$ cat config.mk
export PLATFORM = sky130hd
export DESIGN_NAME = accw_ctrl
export DESIGN_NICKNAME = d
export VERILOG_FILES = /design/src/accw_pkg.sv /design/src/accw_ctrl.sv
export VERILOG_INCLUDE_DIRS = /design/src
export SDC_FILE = /design/constraint.sdc
export NUM_CORES = 1
export LEC_CHECK = 0
export BUFFER_PORTS_ARGS = -buffer_cell sky130_fd_sc_hd__buf_4
export CAP_MARGIN = 20
export CORE_MARGIN = 5
export CORE_UTILIZATION = 57
export CTS_CLUSTER_DIAMETER = 150
export CTS_CLUSTER_SIZE = 14
export DETAILED_ROUTE_END_ITERATION = 8
export MAX_ROUTING_LAYER = met4
export PLACE_DENSITY = 0.79
export SLEW_MARGIN = 0
export SYNTH_ARGS = -nofsm -noshare
export SYNTH_HDL_FRONTEND = slang
export SYNTH_SLANG_ARGS = --single-unit
$ cat constraint.sdc
create_clock -name clk -period 2.6 [get_ports clk]
set_input_delay 0.13 -clock clk [delete_from_list [all_inputs] [get_ports clk]]
set_output_delay 0.13 -clock clk [all_outputs]
set_load 0.01 [all_outputs]
$ cat src/accw_map.svh
`ifndef ACCW_MAP_SVH
`define ACCW_MAP_SVH
// Contract
// Register writes accepted only in software mode; values kept in hardware mode.
// Stored values never follow configuration pin levels.
// Parallel write takes effect at rising edge of write strobe.
// Serial write takes effect on 32nd falling serial clock edge.
// Partial serial update writes bits 31..24 only, lower bits kept.
// Default value has ten lowest bits one, all others zero.
// Bits 31..29 enable pairs C, B, A; default disabled.
// Bits 28..26 pick range of pairs C, B, A; 0 is four times reference.
// Bit 25 enables internal reference; bit 24 set disables reference buffers.
// Bit 23 enables interleaved start; host must also set bit 11.
// Bit 22 enables auto nap; stays effective in hardware mode.
// Bit 21 selects status pin function: busy or interrupt.
// Bit 20 selects status pin polarity: high or low active.
// Bits 19 and 12 unused, written zero, treated as zero.
// Bit 18 selects internal reference voltage 2.5 V or 3 V.
// Bit 17 makes next serial access shift out register, not results.
// Bit 16 sets serial write scope: upper byte only or whole word.
// Bits 15..13 power down pairs C, B, A; host keeps enable zero.
// Bit 11 selects external conversion clock; host keeps internal in hardware mode.
// Bit 10 drives internal conversion clock onto the shared clock pin.
// Bits 9..0 hold reference DAC code, MSB bit 9, default ones.
// Hardware mode ignores bits 31..23, 11, 10; others stay in effect.
// Host supplies register data with every serial read; init with full update.
// Power-on or pin reset aborts conversion and restores default value; conv_abort is raised by pin reset only.
// Register contents retained unchanged during standby.
`define ACCW_DEFAULT     32'h0000_03ff
`define ACCW_ZERO_MASK   32'h0008_1000
`define ACCW_HW_MASK     32'h0077_e3ff
`define ACCW_UPPER_MASK  32'hff00_0000
`define ACCW_FULL_BIT    16
`define ACCW_READ_BIT    17
`define ACCW_FRAME_BITS  6'h20
`define ACCW_CNT_LAST    6'h1f
`endif

$ cat src/accw_pkg.sv
package accw_pkg;
	// Decoded control fields
	typedef struct packed {
		logic [2:0] pair_enable;
		logic [2:0] range_2x;
		logic       internal_ref_on;
		logic       ref_buffer_off;
		logic       interleaved_start;
		logic       auto_nap;
		logic       status_int_mode;
		logic       status_active_low;
		logic       ref_3v;
		logic       readback;
		logic       full_update_enable;
		logic [2:0] pair_powerdown;
		logic       conv_clock_source;
		logic       conv_clock_output;
		logic [9:0] ref_dac_code;
	} accw_fields_t;
	// Serial receive states
	typedef enum logic [1:0] {
		ACCW_IDLE  = 2'b01,
		ACCW_SHIFT = 2'b10
	} accw_state_t;
endpackage

$ cat src/accw_ctrl.sv
`timescale 1ns/1ps
`include "accw_map.svh"
module accw_ctrl
	import accw_pkg::*;
(
	// Clock and reset
	input  wire logic         clk,
	input  wire logic         arst_n,
	input  wire logic         clk_en,
	// Device pins
	input  wire logic         pin_reset,
	input  wire logic         sw_mode,
	input  wire logic         serial_mode,
	input  wire logic         standby_pin_n,
	// Parallel port
	input  wire logic         wr_n,
	input  wire logic [31:0]  par_data,
	// Serial port
	input  wire logic         cs_n,
	input  wire logic         sclk,
	input  wire logic         sdi,
	output logic              sdo,
	// Register view
	output logic [31:0]       converter_control_word,
	output accw_fields_t      fields,
	output logic              conv_abort
);
	// ************************************************
	// Input synchronisers
	// ************************************************
	logic [1:0] s1_q, s2_q, s3_q, s4_q, s5_q, s6_q, s7_q, s8_q;
	logic [31:0] p1_q, p2_q;
	logic wr_n_d1_q, sclk_d1_q, cs_d1_q;
	always_ff @(posedge clk or negedge arst_n) begin
		if (!arst_n) begin
			s1_q <= 2'h3;
			s2_q <= 2'h3;
			s3_q <= 2'h0; // Serial clock idles low: no false edge
			s4_q <= 2'h0;
			s5_q <= 2'h0;
			s6_q <= 2'h0;
			s7_q <= 2'h0;
			s8_q <= 2'h3;
			p1_q <= 32'h0;
			p2_q <= 32'h0;
		end else if (clk_en) begin
			s1_q <= {s1_q[0], wr_n};
			s2_q <= {s2_q[0], cs_n};
			s3_q <= {s3_q[0], sclk};
			s4_q <= {s4_q[0], sdi};
			s5_q <= {s5_q[0], pin_reset};
			s6_q <= {s6_q[0], sw_mode};
			s7_q <= {s7_q[0], serial_mode};
			s8_q <= {s8_q[0], standby_pin_n};
			p1_q <= par_data;
			p2_q <= p1_q;
		end
	end
	wire wr_s   = s1_q[1];
	wire cs_s   = s2_q[1];
	wire sclk_s = s3_q[1];
	wire sdi_s  = s4_q[1];
	wire rst_s  = s5_q[1];
	wire sw_s   = s6_q[1];
	wire ser_s  = s7_q[1];
	// Standby is only watched; the word must not react to it
	wire standby_pin_n_s = s8_q[1];

	// Edge detectors on synchronised copies only
	always_ff @(posedge clk or negedge arst_n) begin
		if (!arst_n) begin
			wr_n_d1_q <= 1'b1;
			sclk_d1_q <= 1'b0;
			cs_d1_q   <= 1'b1;
		end else if (clk_en) begin
			wr_n_d1_q <= wr_s;
			sclk_d1_q <= sclk_s;
			cs_d1_q   <= cs_s;
		end
	end
	wire wr_rise   = wr_s & ~wr_n_d1_q;
	wire sclk_fall = ~sclk_s & sclk_d1_q;
	wire sclk_rise = sclk_s & ~sclk_d1_q;
	wire cs_fall   = ~cs_s & cs_d1_q;

	// ************************************************
	// Serial receive and readback shift
	// ************************************************
	accw_state_t state_q, state_d;
	logic [5:0]  cnt_q;
	logic [31:0] rx_q, tx_q;
	logic        rd_sel_q;
	logic [31:0] cw_q;
	wire last_fall = (state_q == ACCW_SHIFT) && sclk_fall && !cs_s
		&& (cnt_q == `ACCW_CNT_LAST);
	wire [31:0] rx_word = {rx_q[30:0], sdi_s};

	always_comb begin
		state_d = state_q;
		unique case (state_q)
			ACCW_IDLE: begin
				if (cs_fall && ser_s)
					state_d = ACCW_SHIFT;
			end
			ACCW_SHIFT: begin
				if (cs_s || last_fall)
					state_d = ACCW_IDLE;
			end
		endcase
	end

	// Data sampled on falling serial clock, MSB first
	always_ff @(posedge clk or negedge arst_n) begin
		if (!arst_n) begin
			state_q  <= ACCW_IDLE;
			cnt_q    <= 6'h0;
			rx_q     <= 32'h0;
			tx_q     <= 32'h0;
			rd_sel_q <= 1'b0;
		end else if (clk_en) begin
			state_q <= state_d;
			if (cs_fall) begin
				cnt_q    <= 6'h0;
				rd_sel_q <= cw_q[`ACCW_READ_BIT];
				tx_q     <= cw_q;
			end else if (state_q == ACCW_SHIFT && sclk_fall) begin
				rx_q  <= rx_word;
				// Shift after the fall so bit 31 stands for the first read
				tx_q  <= {tx_q[30:0], 1'b0};
				cnt_q <= cnt_q + 6'h1;
			end
		end
	end
	// Conversion data path lies outside; only readback is driven here
	always_ff @(posedge clk or negedge arst_n) begin
		if (!arst_n)
			sdo <= 1'b0;
		else if (clk_en)
			sdo <= rd_sel_q & tx_q[31];
	end

	// ************************************************
	// Control word commit
	// ************************************************
	// Scope picks whole word or upper byte only
	wire [31:0] ser_mask = cw_q[`ACCW_FULL_BIT] ? 32'hffff_ffff
		: `ACCW_UPPER_MASK;
	wire [31:0] ser_new  = (rx_word & ser_mask) | (cw_q & ~ser_mask);
	wire ser_commit = sw_s && ser_s && last_fall;
	wire par_commit = sw_s && !ser_s && wr_rise;
	wire [31:0] cw_d = ser_commit ? ser_new
		: par_commit ? p2_q : cw_q;

	// Only the strobes and the reset pin load it; other pins and standby never touch it
	always_ff @(posedge clk or negedge arst_n) begin
		if (!arst_n)
			cw_q <= `ACCW_DEFAULT;
		else if (clk_en) begin
			if (rst_s)
				cw_q <= `ACCW_DEFAULT;
			else
				cw_q <= cw_d & ~`ACCW_ZERO_MASK;
		end
	end
	assign converter_control_word = cw_q;
	assign conv_abort = rst_s;

	// ************************************************
	// Effective fields
	// ************************************************
	// Hardware mode drops the software-only bits to their idle value
	wire [31:0] eff = sw_s ? cw_q : (cw_q & `ACCW_HW_MASK);
	assign fields.pair_enable        = eff[31:29];
	assign fields.range_2x           = eff[28:26];
	assign fields.internal_ref_on    = eff[25];
	assign fields.ref_buffer_off     = eff[24];
	assign fields.interleaved_start  = eff[23];
	assign fields.auto_nap           = eff[22];
	assign fields.status_int_mode    = eff[21];
	assign fields.status_active_low  = eff[20];
	assign fields.ref_3v             = eff[18];
	assign fields.readback           = eff[17];
	assign fields.full_update_enable = eff[16];
	assign fields.pair_powerdown     = eff[15:13];
	assign fields.conv_clock_source  = eff[11];
	assign fields.conv_clock_output  = eff[10];
	assign fields.ref_dac_code       = eff[9:0];
endmodule

==> reports/metrics.cfg <==
[global_route]
antenna_found_initial=0
grt_pass1_vias=5599
grt_overflow=0
grt_max_degree=67
track_usage_pct=22.8
grt_pass1_wl_mm=28.6

[logic_synthesis]
synth_seq_cells=180
ys.flop_type=dfrtp_1
synth_edf_count=0
ys_warn_count=0
synthCells=672
synth_top_area_cell=dfrtp_1
ys_seq_area_share_pct=57.5
synth.avg_cell_area_um2=11.7
synth_area_um2=7870
synth_top_area_share_pct=51.8
async_flop_share_pct=100
synth_cell_types=50
netlist_top_cells_area=dfrtp_1, mux2_2, nand2_1

[clocking]
post-cts-setup-buffers=0
cts_buffer_depth=2
cts-htree-levels=4
clk_pin_slew_worst_paths_ps=60
cts_tree=yes
clk_latency_ps=430
cts_hold_buffers=38
numCtsBuffers=17
cts-root-buf=clkbuf_16
cts_resized=0
clkSinkCount=180

[cells_and_area]
drive_gt1_share_pct=32.7
final_common_cell=dfrtp_1
antenna_cells=0
final_nets=826
layout_common_cells=dfrtp_1, nand2_1, buf_4
area_delta_synth_final_pct=23.1

[sta]
worst_slack_ps=226
setup_viol=0
slew_viol_final=0
finalCriticalPeriod_ps=2370
hold_viol=0
relSlewSlack_pct=52.0
rsz0062_at_grt=no
worstMarginPinSlew_ps=720
period_share_pct=91.3
max_freq_ghz=0.421
holdWs_ps=256
finalClockSkew_ps=6.57
finalSetupTns_ps=0

[placed_design]
portBuffers=101
pre_cts_ws_ps=284
place_congestion=0.816
dpl.hpwl_mm=11.4

[detailed_routing]
drc_errors=0
antenna_left=0
first_pass_iters=5
num_vias=5464
drt_iter0_markers=490
drt-total-wl_mm=17.2
wl_per_cell_um=17.6
routed_via_density=5.60

[status]
outcome=completed

[worst_setup_path]
critPathKind=reg -> reg
crit_arrival_ps=2710
crit_fanout=23
worstReg2RegStart=cnt_q[0]$_DFFE_PN0P_
cpMaxStageDelayCell=or4_4
worst-r2r-setup-slack_ps=230
max_stage_delay_ps=750
reg2reg_depth=5
cp.required_ps=2930
cp-start-kind=register
critical-path-top-delay-family=simple AND/OR/NAND/NOR gates
r2r-end=converter_control_word[8]$_DFFE_PN1P_
cp-end-kind=register
path_cells=ha_1 -> nand4_1 -> or4_4 -> a21boi_4 -> a2bb2oi_1
critPathBufInv=0

[power]
power_mw=7.41
vdd_drop_max_mv=0.501
powerDensity_nw_per_um2=765
power.static_leakage_nw=4.51

[floorplan]
io_pins=107
fp.dieH_um=128
start_util_pct=57.4
design.die.area_um2=16300
die_w_um=128
fp-row-count=43
core_um2=13700

[worst_hold_path]
hold_class=in -> async

[job]
maxCapViolations=0

[registers in the layout, indices dropped and copies added (netlist names), 6 cells and up]
| name | flops |
|---|---|
| cnt_q | 6 |
| converter_control_word | 30 |
| p1_q | 30 |
| p2_q | 30 |
| rx_q | 31 |
| tx_q | 32 |
[cells by family (layout without fill, tap and decap cells)]
family                   Yosys count  in the layout  share of synthesized area [%]
adder cells (fa/ha/maj)            1              1                          0.159
multiplexers                     126            126                           17.4
XOR/XNOR                           2              2                          0.223
buffers and inverters             70            192                           4.75
flip-flops                       180            180                           57.5
AO/OA/AOI/OAI                    114            114                           9.79
AND/OR/NAND/NOR                  178            178                           10.2
other                              1              2                         0.0476
[worst max-delay path by stage]
stage / endpoint / from / cells after the start / slack, ps
final: converter_control_word[8]$_DFFE_PN1P_ / cnt_q[0]$_DFFE_PN0P_ / 5 / 230
after global routing: converter_control_word[8]$_DFFE_PN1P_ / cnt_q[0]$_DFFE_PN0P_ / 5 / 120
after CTS: converter_control_word[8]$_DFFE_PN1P_ / cnt_q[0]$_DFFE_PN0P_ / 5 / 250
after detailed placement: converter_control_word[8]$_DFFE_PN1P_ / cnt_q[0]$_DFFE_PN0P_ / 5 / 280
after global placement: converter_control_word[0]$_DFFE_PN1P_ / cnt_q[0]$_DFFE_PN0P_ / 5 / 440
after floorplan: converter_control_word[0]$_DFFE_PN1P_ / cnt_q[0]$_DFFE_PN0P_ / 6 / 720
[routing by layer]
| metal | vias up | GRT usage, % | share of wire, % | routed length [µm] |
|---|---|---|---|---|
| met3 | 22 | 4.52 | 5.0 | 855 |
| met5 | - | - | 0 | 0 |
| met1 | 2730 | 29.6 | 43 | 7430 |
| met4 | 0 | 6.25 | 1.3 | 227 |
| met2 | 163 | 36.8 | 50 | 8660 |
| li1 | 2549 | - | - | - |
[synthesized netlist by cell type, types with 5 or more instances]
cell type,instances
o21ai_0,38
o2bb2ai_1,8
mux2i_1,39
mux2_2,87
a22oi_1,8
o21ai_1,9
inv_1,5
a22o_1,14
a21o_1,5
a21oi_1,5
o22ai_1,10
dfstp_2,17
dfrtp_1,163
nand3_1,5
a2bb2oi_1,9
buf_4,21
clkbuf_1,29
buf_2,8
nand2_1,140
and2_1,11
[worst reg2reg max path, delay by kind of cell, from the launching register on]
kind / cells / cell delay, ps
AOI/OAI and AO/OA: 2 / 650
adders and majority gates: 1 / 220
DFF: 1 / 390
and+or+nand+nor: 2 / 1030
[power breakdown]
part           internal [mW]  switching [mW]  leakage [nW]
registers               3.23           0.317          2.27
clock network           1.57            1.04         0.294
logic                  0.630           0.622          1.95
total                   5.43            1.98          4.51
[final cells by class]
| cell class | instances | area [µm²] |
|---|---|---|
| multi-input cells | 423 | 3000 |
| repair buffers | 155 | 1310 |
| clock inverters | 11 | 150 |
| flip-flops and latches | 180 | 4530 |
| fillers | 919 | 4030 |
| clock buffers | 21 | 460 |
| inverters | 5 | 18.8 |
| well taps | 180 | 225 |
[stage by stage]
stage               util (%)  cell area, µm²  std cells
floorplan                  -            7880        673
global route            70.6            9690        975
CTS                     70.6            9690        975
detailed placement      63.4            8700        905
global placement        63.4            8700        905
finish                  70.6            9690        975
Note: power is estimated with default switching activity, not from simulation.
